`src/verilog/alc_lamp_regs.vh`:
```
// Purpose: constants for the automatic exterior lamp controller
// Assumes: 250 MHz core clock, word-aligned register port
// Notes:   register offsets are byte addresses
`ifndef ALC_LAMP_REGS_VH
`define ALC_LAMP_REGS_VH

// clock and timing
`define ALC_CLK_KHZ          250000
`define ALC_TICK_MS          128
`define ALC_SEC_MS           1000
`define ALC_TICK_CYC         (`ALC_TICK_MS * `ALC_CLK_KHZ)
`define ALC_SEC_CYC          (`ALC_SEC_MS * `ALC_CLK_KHZ)

// register offsets
`define ALC_REG_THRESH       8'h00
`define ALC_REG_FLASH_PHASE  8'h04
`define ALC_REG_STATUS       8'h08
`define ALC_REG_INTEGRAL     8'h0C
`define ALC_REG_FLASH_CNT    8'h10

// reset values
`define ALC_THRESH_RST       8'h80
`define ALC_FLASH_PHASE_RST  8'h04

// frame identifiers and subcommands
`define ALC_ID_STATUS        6'h0A
`define ALC_ID_CMD           6'h0B
`define ALC_SUB_PARK         8'h01
`define ALC_SUB_HEAD         8'h02
`define ALC_FLASH_FOREVER    8'hFF

// response sizes and checksum positions
`define ALC_LEN_2            2'h0
`define ALC_LEN_4            2'h1
`define ALC_CHK_POS_2        4'h3
`define ALC_CHK_POS_4        4'h5
`define ALC_CHK_POS_8        4'h9
`define ALC_POS_INTEGRAL     4'h4
`define ALC_POS_FLAGS        4'h6
`define ALC_POS_DELAY        4'h7
`define ALC_POS_SENSOR       4'h8

// integral counter limits
`define ALC_INTEG_MAX        8'hFF
`define ALC_INTEG_MIN        8'h00

`endif

```
`src/verilog/alc_lamp_ctrl.v`:
```
// Purpose: automatic exterior lamp control with a network slave command port
// Assumes: all inputs synchronous to core_clk_in; frame layer delivers id and bytes
// Notes:   long tick counts are parameters so simulation can shorten them
//
// What this block does
// automatic only with ignition, switch off, rheostat on
// darkness energizes head, park, marker, tail lamps
// dip lights low beams, main lights high
// brightness switches all lamp outputs off
// lamp change needs about thirty accumulated seconds
// warning when switch park/on or automatic lamps on, not while flashing
// after ignition off, lamps stay rheostat delay
// rheostat off disables all automatic switching
// light then dark waits filtering delay
// answer only identifiers 0Ah and 0Bh
// command frame has two bytes, first selects
// 01h flashes park, 02h heads, others ignored
// flash count 1 to 254, 255 forever
// ignition on aborts any flash sequence
// status response is 2, 4 or 8 bytes
// checksum at 3, 5 or 9, kept separate
// first two user status bytes are zero
// integral at 4; flags, delay, sensor 6-8
// stale checksum bytes left at 3 and 5
// 128 ms samples drive saturating counter, dark flag
// delay counter advances each second to duration
// classic checksum sent, bad command frames rejected
// flash has on and off phase, count per off
//
// Chosen here: strobed register access and the address map.
`timescale 1ns/1ps
`include "alc_lamp_regs.vh"
`default_nettype none

module alc_lamp_ctrl #(
   parameter integer TICK_CYC = `ALC_TICK_CYC,
   parameter integer SEC_CYC  = `ALC_SEC_CYC
) (
   input  wire       core_clk_in,
   input  wire       sys_rst_in,
   // vehicle inputs
   input  wire       ignition_in,
   input  wire       hl_switch_park_in,
   input  wire       hl_switch_on_in,
   input  wire       rheostat_on_in,
   input  wire       low_beam_select_in,
   input  wire [7:0] light_sensor_in,
   input  wire [7:0] delay_ctrl_in,
   // lamp outputs
   output reg        park_lamps_out,
   output reg        headlamp_low_out,
   output reg        headlamp_high_out,
   output reg        high_beam_ind_out,
   output reg        lights_on_warn_out,
   // frame layer
   input  wire       id_valid_in,
   input  wire [5:0] id_in,
   input  wire [1:0] resp_len_in,
   input  wire       rx_valid_in,
   input  wire [7:0] rx_data_in,
   output wire       tx_valid_out,
   output reg  [7:0] tx_data_out,
   input  wire       tx_ready_in,
   // register port
   input  wire [7:0] reg_addr_in,
   input  wire [31:0] reg_wdata_in,
   input  wire       reg_wr_in,
   input  wire       reg_rd_in,
   output reg  [31:0] reg_rdata_out
);

   localparam [1:0] ST_IDLE  = 2'h0;
   localparam [1:0] ST_AUTO  = 2'h1;
   localparam [1:0] ST_DELAY = 2'h2;

   // classic checksum addition with end-around carry
   function [7:0] lin_add;
      input [7:0] acc;
      input [7:0] b;
      reg   [8:0] s;
      begin
         s = {1'b0, acc} + {1'b0, b};
         lin_add = s[7:0] + {7'h00, s[8]};
      end
   endfunction

   reg  [31:0] tick_cnt;
   reg  [31:0] sec_cnt;
   reg  [1:0]  lamp_st;
   reg         lamps_on;
   reg  [7:0]  integ;
   reg         dark_condition_flag;
   reg  [7:0]  delay_cnt;
   reg  [7:0]  thresh;
   reg  [7:0]  flash_phase;
   reg  [7:0]  phase_cnt;
   reg         flash_act;
   reg         flash_head;
   reg         flash_lit;
   reg         flash_forever;
   reg  [7:0]  flash_cnt;
   reg         cmd_act;
   reg  [1:0]  rx_phase;
   reg  [7:0]  rx_sum;
   reg  [7:0]  rx_sub;
   reg  [7:0]  rx_num;
   reg         cmd_ok;
   reg         tx_act;
   reg  [3:0]  tx_pos;
   reg  [3:0]  tx_last;
   reg  [7:0]  tx_sum;
   reg  [7:0]  scr_chk3;
   reg  [7:0]  scr_chk5;
   reg  [7:0]  next_sum;
   reg  [3:0]  next_pos;

   wire tick      = (tick_cnt == TICK_CYC - 1);
   wire sec_tick  = (sec_cnt == SEC_CYC - 1);
   wire manual_sw = hl_switch_park_in | hl_switch_on_in;
   wire auto_en   = ignition_in & ~manual_sw & rheostat_on_in;
   wire sens_dark = (light_sensor_in < thresh);
   wire [7:0] flags = {dark_condition_flag, lamps_on, (lamp_st == ST_DELAY),
                       flash_act, flash_head, ignition_in, rheostat_on_in, auto_en};

   assign tx_valid_out = tx_act;

   function [7:0] resp_byte;
      input [3:0] pos;
      begin
         case (pos)
            `ALC_CHK_POS_2:    resp_byte = scr_chk3;
            `ALC_POS_INTEGRAL: resp_byte = integ;
            `ALC_CHK_POS_4:    resp_byte = scr_chk5;
            `ALC_POS_FLAGS:    resp_byte = flags;
            `ALC_POS_DELAY:    resp_byte = delay_ctrl_in;
            `ALC_POS_SENSOR:   resp_byte = light_sensor_in;
            default:           resp_byte = 8'h00;
         endcase
      end
   endfunction

   ////////////////////////////////////////////////////////////////////////////////
   // time base
   always @(posedge core_clk_in) begin
      if (sys_rst_in || tick) begin
         tick_cnt <= 32'h0000_0000;
      end else begin
         tick_cnt <= tick_cnt + 32'h0000_0001;
      end
   end

   always @(posedge core_clk_in) begin
      if (sys_rst_in || sec_tick || lamp_st != ST_DELAY) begin
         sec_cnt <= 32'h0000_0000;
      end else begin
         sec_cnt <= sec_cnt + 32'h0000_0001;
      end
   end

   ////////////////////////////////////////////////////////////////////////////////
   // light filter
   always @(posedge core_clk_in) begin
      if (sys_rst_in) begin
         integ               <= `ALC_INTEG_MIN;
         dark_condition_flag <= 1'b0;
      end else if (tick && ignition_in) begin
         if (sens_dark && integ != `ALC_INTEG_MAX) begin
            integ <= integ + 8'h01;
         end else if (!sens_dark && integ != `ALC_INTEG_MIN) begin
            integ <= integ - 8'h01;
         end
         if (integ == `ALC_INTEG_MAX) begin
            dark_condition_flag <= 1'b1;
         end else if (integ == `ALC_INTEG_MIN) begin
            dark_condition_flag <= 1'b0;
         end
      end
   end

   ////////////////////////////////////////////////////////////////////////////////
   // lamp state machine
   always @(posedge core_clk_in) begin
      if (sys_rst_in) begin
         lamp_st   <= ST_IDLE;
         lamps_on  <= 1'b0;
         delay_cnt <= 8'h00;
      end else begin
         case (lamp_st)
            ST_IDLE: begin
               lamps_on <= 1'b0;
               if (ignition_in) begin
                  lamp_st <= ST_AUTO;
               end
            end
            ST_AUTO: begin
               if (!ignition_in) begin
                  delay_cnt <= 8'h00;
                  if (lamps_on && rheostat_on_in) begin
                     lamp_st <= ST_DELAY;
                  end else begin
                     lamps_on <= 1'b0;
                     lamp_st  <= ST_IDLE;
                  end
               end else if (auto_en) begin
                  lamps_on <= dark_condition_flag;
               end else begin
                  lamps_on <= 1'b0;
               end
            end
            ST_DELAY: begin
               if (ignition_in) begin
                  lamp_st <= ST_AUTO;
               end else if (!rheostat_on_in || delay_cnt >= delay_ctrl_in) begin
                  lamps_on <= 1'b0;
                  lamp_st  <= ST_IDLE;
               end else if (sec_tick) begin
                  delay_cnt <= delay_cnt + 8'h01;
               end
            end
            default: begin
               lamp_st  <= ST_IDLE;
               lamps_on <= 1'b0;
            end
         endcase
      end
   end

   ////////////////////////////////////////////////////////////////////////////////
   // command frame receive
   always @(posedge core_clk_in) begin
      if (sys_rst_in) begin
         cmd_act  <= 1'b0;
         rx_phase <= 2'h0;
         rx_sum   <= 8'h00;
         rx_sub   <= 8'h00;
         rx_num   <= 8'h00;
         cmd_ok   <= 1'b0;
      end else begin
         cmd_ok <= 1'b0;
         if (id_valid_in) begin
            cmd_act  <= (id_in == `ALC_ID_CMD);
            rx_phase <= 2'h0;
            rx_sum   <= 8'h00;
         end else if (rx_valid_in && cmd_act) begin
            case (rx_phase)
               2'h0: begin
                  rx_sub   <= rx_data_in;
                  rx_sum   <= lin_add(rx_sum, rx_data_in);
                  rx_phase <= 2'h1;
               end
               2'h1: begin
                  rx_num   <= rx_data_in;
                  rx_sum   <= lin_add(rx_sum, rx_data_in);
                  rx_phase <= 2'h2;
               end
               default: begin
                  cmd_ok   <= (rx_data_in == ~rx_sum);
                  cmd_act  <= 1'b0;
                  rx_phase <= 2'h0;
               end
            endcase
         end
      end
   end

   ////////////////////////////////////////////////////////////////////////////////
   // flash sequencer
   always @(posedge core_clk_in) begin
      if (sys_rst_in) begin
         flash_act     <= 1'b0;
         flash_head    <= 1'b0;
         flash_lit     <= 1'b0;
         flash_forever <= 1'b0;
         flash_cnt     <= 8'h00;
         phase_cnt     <= 8'h00;
      end else if (ignition_in) begin
         flash_act <= 1'b0;
         flash_lit <= 1'b0;
      end else if (cmd_ok && (rx_sub == `ALC_SUB_PARK || rx_sub == `ALC_SUB_HEAD)
                   && rx_num != 8'h00) begin
         flash_act     <= 1'b1;
         flash_head    <= (rx_sub == `ALC_SUB_HEAD);
         flash_lit     <= 1'b1;
         flash_forever <= (rx_num == `ALC_FLASH_FOREVER);
         flash_cnt     <= rx_num;
         phase_cnt     <= 8'h00;
      end else if (flash_act && tick) begin
         if (phase_cnt + 8'h01 >= flash_phase) begin
            phase_cnt <= 8'h00;
            flash_lit <= ~flash_lit;
            if (!flash_lit) begin
               if (!flash_forever) begin
                  flash_cnt <= flash_cnt - 8'h01;
                  if (flash_cnt == 8'h01) begin
                     flash_act <= 1'b0;
                     flash_lit <= 1'b0;
                  end
               end
            end
         end else begin
            phase_cnt <= phase_cnt + 8'h01;
         end
      end
   end

   ////////////////////////////////////////////////////////////////////////////////
   // lamp drivers
   always @(posedge core_clk_in) begin
      if (sys_rst_in) begin
         park_lamps_out     <= 1'b0;
         headlamp_low_out   <= 1'b0;
         headlamp_high_out  <= 1'b0;
         high_beam_ind_out  <= 1'b0;
         lights_on_warn_out <= 1'b0;
      end else begin
         park_lamps_out     <= lamps_on | (flash_lit & ~flash_head);
         headlamp_low_out   <= (lamps_on | (flash_lit & flash_head)) & low_beam_select_in;
         headlamp_high_out  <= (lamps_on | (flash_lit & flash_head)) & ~low_beam_select_in;
         high_beam_ind_out  <= (lamps_on | (flash_lit & flash_head)) & ~low_beam_select_in;
         lights_on_warn_out <= manual_sw | lamps_on;
      end
   end

   ////////////////////////////////////////////////////////////////////////////////
   // status response transmit
   always @* begin
      next_sum = lin_add(tx_sum, tx_data_out);
      next_pos = tx_pos + 4'h1;
   end

   always @(posedge core_clk_in) begin
      if (sys_rst_in) begin
         tx_act      <= 1'b0;
         tx_pos      <= 4'h1;
         tx_last     <= `ALC_CHK_POS_2;
         tx_sum      <= 8'h00;
         tx_data_out <= 8'h00;
         scr_chk3    <= 8'h00;
         scr_chk5    <= 8'h00;
      end else if (id_valid_in) begin
         tx_act      <= (id_in == `ALC_ID_STATUS);
         tx_pos      <= 4'h1;
         tx_sum      <= 8'h00;
         tx_data_out <= 8'h00;
         case (resp_len_in)
            `ALC_LEN_2: tx_last <= `ALC_CHK_POS_2;
            `ALC_LEN_4: tx_last <= `ALC_CHK_POS_4;
            default:    tx_last <= `ALC_CHK_POS_8;
         endcase
      end else if (tx_act && tx_ready_in) begin
         if (tx_pos == tx_last) begin
            tx_act <= 1'b0;
         end else begin
            tx_pos <= next_pos;
            tx_sum <= next_sum;
            if (next_pos == tx_last) begin
               tx_data_out <= ~next_sum;
               if (next_pos == `ALC_CHK_POS_2) begin
                  scr_chk3 <= ~next_sum;
               end
               if (next_pos == `ALC_CHK_POS_4) begin
                  scr_chk5 <= ~next_sum;
               end
            end else begin
               tx_data_out <= resp_byte(next_pos);
            end
         end
      end
   end

   ////////////////////////////////////////////////////////////////////////////////
   // register port
   always @(posedge core_clk_in) begin
      if (sys_rst_in) begin
         thresh      <= `ALC_THRESH_RST;
         flash_phase <= `ALC_FLASH_PHASE_RST;
      end else if (reg_wr_in) begin
         if (reg_addr_in == `ALC_REG_THRESH) begin
            thresh <= reg_wdata_in[7:0];
         end
         if (reg_addr_in == `ALC_REG_FLASH_PHASE) begin
            flash_phase <= reg_wdata_in[7:0];
         end
      end
   end

   always @(posedge core_clk_in) begin
      if (sys_rst_in || !reg_rd_in) begin
         reg_rdata_out <= 32'h0000_0000;
      end else begin
         case (reg_addr_in)
            `ALC_REG_THRESH:      reg_rdata_out <= {24'h00_0000, thresh};
            `ALC_REG_FLASH_PHASE: reg_rdata_out <= {24'h00_0000, flash_phase};
            `ALC_REG_STATUS:      reg_rdata_out <= {24'h00_0000, flags};
            `ALC_REG_INTEGRAL:    reg_rdata_out <= {24'h00_0000, integ};
            `ALC_REG_FLASH_CNT:   reg_rdata_out <= {24'h00_0000, flash_cnt};
            default:              reg_rdata_out <= 32'h0000_0000;
         endcase
      end
   end

endmodule

`default_nettype wire

```
`config.mk`:
```
export PLATFORM = sky130hd
export DESIGN_NAME = alc_lamp_ctrl
export DESIGN_NICKNAME = d
export VERILOG_FILES = /design/src/verilog/alc_lamp_ctrl.v
export VERILOG_INCLUDE_DIRS = /design/src /design/src/verilog
export SDC_FILE = /design/constraint.sdc
export NUM_CORES = 1
export LEC_CHECK = 0
export BUFFER_PORTS_ARGS = -buffer_cell sky130_fd_sc_hd__buf_4
export CAP_MARGIN = 30
export CORE_ASPECT_RATIO = 1.25
export CORE_UTILIZATION = 29
export CTS_BUF_LIST = sky130_fd_sc_hd__clkbuf_2
export CTS_CLUSTER_DIAMETER = 80
export CTS_CLUSTER_SIZE = 12
export DETAILED_ROUTE_END_ITERATION = 12
export MAX_ROUTING_LAYER = met4
export PLACE_DENSITY = 0.48
export SETUP_SLACK_MARGIN = 0.3
export SLEW_MARGIN = 10
export SYNTH_ARGS = -nofsm -noshare
export SYNTH_HDL_FRONTEND = slang
export SYNTH_SLANG_ARGS = --single-unit
```
`constraint.sdc`:
```
create_clock -name core_clk_in -period 3.6 [get_ports core_clk_in]
set_input_delay 0 -clock core_clk_in [delete_from_list [all_inputs] [get_ports core_clk_in]]
set_output_delay 0 -clock core_clk_in [all_outputs]
set_load 0.02 [all_outputs]
```
=== Word-level counts from Yosys, hierarchy flattened ===
Index checks and enable logic that the tools add are counted.

* Logic and storage cells: 217
* Flip-flop bits (word level): 225
* Output and inout bits: 46

* Equal/unequal tests: 39
* Multiplexer cells: 52
* $add $sub $neg: 12
* Reduce and logical (&&, ||, !) cells: 58
* Order comparisons: 3
* Bitwise logic cells: 20

{| class="wikitable"
|+ Operator list
! operator !! count
|-
| 2-to-1 mux 8 bit || 15
|-
| adder 32 x 1 -> 32 bit, second input constant || 2
|-
| one-hot mux 8 bit (6 select lines) || 1
|-
| one-hot mux 8 bit (5 select lines) || 1
|-
| equality test 32 x 25 -> 1 bit, second input constant || 1
|-
| equality test 32 x 28 -> 1 bit, second input constant || 1
|-
| 2-to-1 mux 1 bit || 25
|-
| AND reduction 5 bit || 5
|-
| adder 8 x 1 -> 8 bit, second input constant || 3
|-
| AND reduction 2 bit || 11
|-
| adder 8 x 8 -> 9 bit || 2
|-
| nonzero test 2 bit || 9
|-
| adder 8 x 1 -> 8 bit || 2
|-
| equality test 4 x 3 -> 1 bit, second input constant || 4
|-
| equality test 8 x 1 -> 1 bit, second input constant || 2
|-
| equality test 8 x 4 -> 1 bit, second input constant || 2
|-
| equality test 8 bit, second input constant || 2
|-
| >= comparator 8 bit || 2
|-
| logical NOT 8 bit || 2
|-
| inverter 8 bit || 2
|-
| one-hot mux 8 bit (2 select lines) || 1
|-
| nonzero test 8 bit || 2
|-
| subtractor 8 x 1 -> 8 bit, second input constant || 2
|-
| equality test 6 x 4 -> 1 bit, second input constant || 2
|-
| 31 further kinds || 83
|}

=== Logic depth before layout (Yosys ltp) ===
Gate-level depths: netlist (run 1).

* Word-level depth: 7
* Depth in mapped cells: 15

=== Worst setup path before layout (run 1) ===
Ideal clock, no wire load.

* Kind: reg2reg
* Start: reg thresh[5]
* End: reg integ[7]
* Stages on the path, launching flop included: 16
* Period minus slack after synthesis: 3.133 ns
* Arrival time: 3.063 ns
* Path slack: 0.467 ns
* Required time: 3.529 ns
* Cell sequence: dfxtp_1 -> inv_1 -> ha_1 -> a21o_1 -> a21o_1 -> a21o_1 -> a211oi_1 -> inv_1 -> ha_1 -> nand3_1 -> o211ai_1 -> nor4_1 -> nor3_1 -> mux2i_1 -> or3_1 -> a21oi_1

* Longest elaborated chain between the ends: 5
* Elaborated cells between the ends (all ways): 7

{| class="wikitable"
|+ Ends and longest elaborated chain
! what !! RTL line !! text
|-
| from (decl) || alc_lamp_ctrl.v:94 || <nowiki>reg [7:0] thresh;</nowiki>
|-
| from (signal assigned) || alc_lamp_ctrl.v:375 || <nowiki>thresh <= `ALC_THRESH_RST;</nowiki>
|-
| from (signal assigned) || alc_lamp_ctrl.v:379 || <nowiki>thresh <= reg_wdata_in[7:0];</nowiki>
|-
| < comparator 8 bit (*) || alc_lamp_ctrl.v:121 || <nowiki>wire sens_dark = (light_sensor_in < thresh);</nowiki>
|-
| logical NOT 1 bit || alc_lamp_ctrl.v:169 || <nowiki>end else if (!sens_dark && integ != `ALC_INTEG_MIN) begin</nowiki>
|-
| logical AND 1 bit (no line) || - ||
|-
| nonzero test 2 bit (no line) || - ||
|-
| AND reduction 2 bit (no line) || - ||
|-
| to (signal assigned) || alc_lamp_ctrl.v:164 || <nowiki>integ <= `ALC_INTEG_MIN;</nowiki>
|-
| to (signal assigned) || alc_lamp_ctrl.v:168 || <nowiki>integ <= integ + 8'h01;</nowiki>
|-
| to (signal assigned) || alc_lamp_ctrl.v:170 || <nowiki>integ <= integ - 8'h01;</nowiki>
|-
| to (decl) || alc_lamp_ctrl.v:91 || <nowiki>reg [7:0] integ;</nowiki>
|}

Every way passes the cells marked *; elsewhere a longest branch is shown, timed or not.
A chain may end at the register's enable or synchronous reset.

=== Final worst setup path (run 1) ===
* Start: reg thresh[1]
* End: reg integ[7]

The elaborated chain is that of the path after synthesis.

==> results_dict.tcl, run 1 <==
set metrics [dict create \
    synth_area_um2 11300 \
    cts_max_level 4 \
    p_switching_uw 1050 \
    vias 9968 \
    grt_max_degree 57 \
    area.growth.synth_to_final_pct 23.1 \
    yosysUniqueCellTypes 79 \
    slew_headroom 0.426 \
    cts_inserted_buffers 17 \
    start_util 0.295 \
    via_per_inst 4.90 \
    max_freq_ghz 0.314 \
    ir_drop_v 0.000165 \
    grt_pass1_vias 9586 \
    drv_cap 0 \
    routed_wl_mm 31.4 \
    cp.depth 15 \
    grt_pass1_wl_mm 50.4 \
    endpoint_kind "flip-flop" \
    worst-slew-pin-transition_ns 0.857 \
    io_pins 130 \
    drc 0 \
    fp.dieH_um 223 \
    drt_iter0_drc 594 \
    synthArstFlopShare 0 \
    synth_warnings 0 \
    p_per_area_nw_per_um2 282 \
    seqPwrFrac 0.570 \
    arrival_ns 4.00 \
    critPathTopFamily "compound AO/OA/AOI/OAI gates" \
    cts_tree "built" \
    min_path_type "input pin to flip-flop" \
    maxSlewViolCount 0 \
    period_share 0.884 \
    dr.pass1.iters 5 \
    avgSynthCellArea_um2 8.36 \
    final-hold-violation-count 0 \
    clock_path_buffers 2 \
    crit_chain "inv_1 -> ha_1 -> a21o_1 -> a211o_1 -> a211oi_2 -> inv_2 -> buf_12 -> ha_4 -> nand3_2 -> o211ai_1 -> nor4_1 -> nor3_1 -> mux2i_1 -> or3_1 -> a21oi_2" \
    rsz0062_at_grt "yes" \
    worstSetupPathType "flip-flop to flip-flop" \
    dpl.hpwl_mm 22.6 \
    p_int_uw 2880 \
    row_count 80 \
    yosysSeqAreaShare 0.354 \
    ys_ff_latch 200 \
    cts.sinks 200 \
    core-area_um2 38300 \
    die_x_um 179 \
    grt_use_total 0.165 \
    p_leak_uw 0.00534 \
    switching_share 0.267 \
    cts_root_buffer "clkbuf_2" \
    holdWs_ns 0.108 \
    final_antenna_net_count 0 \
    start_kind "flip-flop" \
    fin_crit_ns 3.18 \
    synth_edf_count 0 \
    dominantRegCellSynth "dfxtp_1" \
    clk_latency_ns 0.88 \
    finalNetCount 1672 \
    reg2reg_depth 15 \
    antenna_found_initial 4 \
    cp_slowest_stage_delay_ns 0.40 \
    power_frac_clock 0.331 \
    crit_fanout 4 \
    setup_violations 0 \
    grt_overflow 0 \
    worstHoldPathCells 6 \
    pwr-share-comb 0.099 \
    cp.required_ns 4.42 \
    drive_gt1_frac 0.124 \
    outcome "finished clean" \
    wl_per_cell_um 15.4 \
    portBuffers 81 \
    routabilityCongestion 0.845 \
    skew_ns 0.0555 \
    fin_setup_tns_ns 0 \
    critPathSlowestCell "or3_1" \
    clk_pin_slew_worst_paths_ns 0.29 \
    die-area_um2 39800 \
    crit_buf_inv 3 \
    synth_cells 1353 \
]
[synthesized netlist by cell type (29+ instances only)]
master	instances	area share
dfxtp_1	200	0.35
nand2_1	93	0.031
nor2_1	210	0.070
clkbuf_1	47	0.016
nand3_1	47	0.021
ha_1	60	0.066
inv_1	49	0.016
nor3_1	29	0.013
xnor2_1	52	0.040
mux2i_1	55	0.049
xor2_1	46	0.036
a21oi_1	65	0.029
o21ai_0	51	0.023
buf_4	29	0.019
[cells by family (layout without fill, tap and decap cells)]
family / Yosys count / count (layout) / synth area share
AND/OR/NAND/NOR: 554 / 554 / 0.245
AO/OA/AOI/OAI: 244 / 244 / 0.145
flip-flops: 200 / 200 / 0.354
buffers and inverters: 135 / 297 / 0.0549
XOR/XNOR: 99 / 99 / 0.0773
adder cells (fa/ha/maj): 63 / 63 / 0.0717
multiplexers: 57 / 57 / 0.0517
other: 1 / 28 / 0.000332
[worst min-delay path, cell delays in order]
cell and delay, ns:
dlygate4sd3_1 0.52, buf_4 0.13, inv_1 0.07, nor2_1 0.11, a21oi_1 0.05, nor2_1 0.08
[flip-flops by register name, indices dropped and copies added, names as in the netlist, 2 cells and up]
name           flops
sec_cnt           32
tick_cnt          32
delay_cnt          8
flash_cnt          8
flash_phase        8
integ              8
phase_cnt          8
reg_rdata_out      8
rx_num             8
rx_sub             8
rx_sum             8
scr_chk3           8
scr_chk5           8
thresh             8
tx_data_out        8
tx_sum             8
tx_pos             4
tx_last            3
lamp_st            2
rx_phase           2
[power groups by stage]
stage / sequential [µW] / clock [µW] / combinational, µW
floorplan: 2280 / 0 / 191
global placement: 2280 / 0 / 290
global route: 2250 / 1440 / 424
detailed placement: 2280 / 0 / 291
CTS: 2240 / 1370 / 376
finish: 2240 / 1300 / 388
[repair_timing]
item,4_1_cts,5_1_grt
hold buffers,115,0
pin swaps,0,17
resized for setup,6,23
hold endpoints to repair,137,0
setup endpoints to repair,2,26
buffers inserted,1,8
[through the flow]
| stage | std cells | instance area (µm²) | worst slack [ns] | util | total power, µW |
|---|---|---|---|---|---|
| final | 2034 | 13900 | 0.417 | 0.363 | 3930 |
| after floorplan | 1376 | 11400 | 0.467 | - | 2470 |
| after global routing | 2034 | 13900 | 0.191 | 0.363 | 4110 |
| after CTS | 2022 | 13700 | 0.305 | 0.359 | 3990 |
| after detailed placement | 1874 | 12300 | 0.172 | 0.320 | 2570 |
| after global placement | 1874 | 12300 | 0.167 | 0.320 | 2570 |
[layout make-up]
class,instances,area [µm²]
multi-input combinational,1041,6890
clock inverter,14,195
tap,492,616
inverter,49,184
clock buffer,18,90.1
timing repair buffer,216,1920
sequential,200,4010
antenna,4,10.0
fill,3960,24400
[cells in the final DEF, fill, tap and decap left out, types with 24 or more instances in the layout]
cell / netlist / routed
xnor2_1: 52 / 52
inv_1: 49 / 47
nand3_1: 47 / 46
conb_1: 1 / 24
ha_1: 60 / 55
o21ai_0: 51 / 50
nor3_1: 29 / 29
buf_4: 29 / 100
dfxtp_1: 200 / 192
mux2i_1: 55 / 55
dlygate4sd3_1: 0 / 115
nand2_1: 93 / 93
xor2_1: 46 / 45
a211oi_1: 27 / 26
a21oi_1: 65 / 62
nor2_1: 210 / 210
[final timing paths]
| kind | end | start | slack, ns |
|---|---|---|---|
| setup / recovery | integ[7] | thresh[1] | 0.42 |
| hold / removal | rx_num[1] | rx_data_in[1] | 0.11 |
| setup reg to reg | integ[7] | thresh[1] | 0.42 |
| hold reg to reg | tx_data_out[0] | scr_chk3[0] | 0.47 |
[per-layer routing]
metal	part of all wire	wire, µm	GRT usage
met1	0.47	14900	0.209
met2	0.47	14600	0.262
met3	0.033	1040	0.0258
met4	0.027	860	0.0629
met5	0	0	-
Power figures use the tool's default switching activity.
==> inputs of run 2 (changes only) <==
Settings changed: ABC_AREA set to 1, MAX_ROUTING_LAYER met4 to unset.
==> results_dict.tcl, run 2 <==
set metrics [dict create \
    seqPwrFrac 0.588 \
    yosysUniqueCellTypes 48 \
    yosysSeqAreaShare 0.337 \
    grt_use_total 0.169 \
    switching_share 0.259 \
    regArea_um2 4010 \
    hp-start "sys_rst_in" \
    grt_overflow 0 \
    yosys.cell_count.top_type "nand2_1" \
    yosys-top-cells-area "dfxtp_1, nand2_1, inv_1" \
    max_freq_ghz 0.317 \
    stdcell_count 2509 \
    wl_per_cell_um 13.7 \
    final_area_um2 14400 \
    final-hold-violation-count 0 \
    drc 0 \
    startpoint "delay_cnt[3]" \
    period_share 0.875 \
    dominantRegCellSynth "dfxtp_1" \
    vias 11600 \
    reg2reg_depth 11 \
    dpl.hpwl_mm 26.0 \
    ir_drop_v 0.000160 \
    cp.required_ns 4.42 \
    start_kind "flip-flop" \
    cts_tree "built" \
    synthArstFlopShare 0 \
    yosysTopAreaCell "dfxtp_1" \
    cts_root_buffer "clkbuf_2" \
    cts_max_level 4 \
    r2r_slack_ns 0.45 \
    dr.pass1.iters 5 \
    synth_warnings 0 \
    most-common-layout-cells "nand2_1, inv_1, nor2_1" \
    endpoint_kind "flip-flop" \
    drv_cap 0 \
    worstSetupPathType "flip-flop to flip-flop" \
    setup_violations 0 \
    min_path_type "input pin to flip-flop" \
    via_per_inst 4.61 \
    cts_setup_buffers 0 \
    grt_max_degree 39 \
    synth_cells 1759 \
    ys_top_cells_by_count "nand2_1, inv_1, nor2_1" \
    worst-slew-pin-transition_ns 0.634 \
    rsz0062_at_grt "no" \
    area.growth.synth_to_final_pct 21.5 \
    maxSlewViolCount 0 \
    grt_pass1_wl_mm 56.8 \
    post-place-cells 2357 \
    finalNetCount 2098 \
    drive_gt1_frac 0.0811 \
    ys_ff_latch 200 \
    die-area_um2 41800 \
    grt_pass1_vias 11500 \
    start_util 0.295 \
    antenna_found_initial 3 \
    clock_path_buffers 2 \
    outcome "finished clean" \
    portBuffers 81 \
    p_switching_uw 985 \
    p_int_uw 2820 \
    reg2reg_to "lamp_st[1]" \
    fp.dieH_um 228 \
    hold_path_end "phase_cnt[3]" \
    synth_area_um2 11900 \
    skew_ns 0.0523 \
    worstHoldPathCells 3 \
    cts_inserted_buffers 17 \
    routed_wl_mm 34.3 \
    crit_fanout 5 \
    synth_edf_count 0 \
    fill_cells 4461 \
    routabilityCongestion 0.865 \
    synth_top_area_frac 0.337 \
    r2r_start "delay_cnt[3]" \
    dpl_worst_slack_ns 0.614 \
    io_pins 130 \
    multiInputGateArea_um2 6640 \
    arrival_ns 3.97 \
    row_count 82 \
    p_leak_uw 0.00606 \
    avgSynthCellArea_um2 6.75 \
    top_regs "sec_cnt: 32 flops, tick_cnt: 32 flops" \
    pwr-share-comb 0.087 \
    final_antenna_net_count 0 \
    cts.sinks 200 \
    fin_setup_tns_ns 0 \
    worst_slack_ns 0.449 \
    fin_crit_ns 3.15 \
    p_per_area_nw_per_um2 264 \
    final_util 0.359 \
    die_x_um 183 \
    clk_latency_ns 0.85 \
    core-area_um2 40200 \
    power_frac_clock 0.325 \
    clk_pin_slew_worst_paths_ns 0.29 \
    final_common_cell "nand2_1" \
    slew_headroom 0.577 \
    placed_area_um2 12900 \
    drt_iter0_drc 589 \
]
-- run 2: changes by cell type after synthesis, moves of 16 or more --
cell / delta
xnor2_1: -41
nand3_1: +43
o21ai_0: +65
nor3_1: +18
nand4_1: +16
mux2i_1: -55
inv_1: +205
or3_1: -16
clkbuf_1: -23
nand2b_1: -16
a21oi_1: +91
a211oi_1: -20
nand2_1: +257
-- run 2: final cells by class --
| class | instances | area share |
|---|---|---|
| clock inverters | 11 | 0.0108 |
| flip-flops and latches | 200 | 0.278 |
| clock buffers | 18 | 0.00624 |
| well taps | 546 | 0.0473 |
| multi-input cells | 1263 | 0.460 |
| diodes | 2 | 0.000347 |
| repair buffers | 210 | 0.130 |
| inverters | 259 | 0.0674 |
-- run 2: per-stage QoR --
stage | power, µW | hold WS, ns
4_1_cts | 3880 | 0.0345
6_report | 3810 | 0.143
3_5_place_dp | 2530 | 0.173
2_1_floorplan | 2440 | 0.0724
5_1_grt | 3990 | 0.0459
3_3_place_gp | 2530 | 0.167
-- run 2: worst max-delay path by stage --
stage	to
floorplan	scr_chk3[6]
global placement	scr_chk5[6]
detailed placement	scr_chk3[6]
CTS	delay_cnt[1]
global route	tx_data_out[6]
finish	lamp_st[1]
-- run 2: logic make-up after synthesis --
group | count (synthesis) | synth area share
compound gates | 318 | 0.142
xor+xnor | 55 | 0.0421
fa+ha+maj | 63 | 0.0683
buf+inv | 319 | 0.113
flops | 200 | 0.337
other cells | 1 | 0.000316
simple gates | 803 | 0.297
-- run 2: critical path: stages (launching register included) --
cell	delay [ns]
dfxtp_1	0.51
ha_1	0.29
nand2_1	0.09
inv_1	0.04
nand4_1	0.07
dlygate4sd3_1	0.55
nand3_1	0.09
dlygate4sd3_1	0.56
nor2_1	0.12
nand2_1	0.11
o22ai_1	0.13
dlygate4sd3_1	0.55
-- run 2: repair_timing --
| action | CTS | global route |
|---|---|---|
| hold buffers | 121 | 0 |
| resized for setup | 0 | 9 |
| setup endpoints to repair | 0 | 13 |
| hold endpoints to repair | 130 | 0 |
-- run 2: routing by layer --
metal / vias up / wire length [µm] / global-route usage
li1: 6049 / - / -
met1: 5272 / 15000 / 0.195
met2: 192 / 17300 / 0.307
met3: 58 / 838 / 0.0244
met4: 2 / 1080 / 0.0706
met5: - / 10 / 0
-- run 2: power groups by stage --
stage,Sequential [µW],Combinational [µW],Clock [µW]
6_report,2240,331,1240
5_1_grt,2240,366,1380
4_1_cts,2240,333,1310
3_5_place_dp,2280,258,0
3_3_place_gp,2280,254,0
2_1_floorplan,2280,163,0
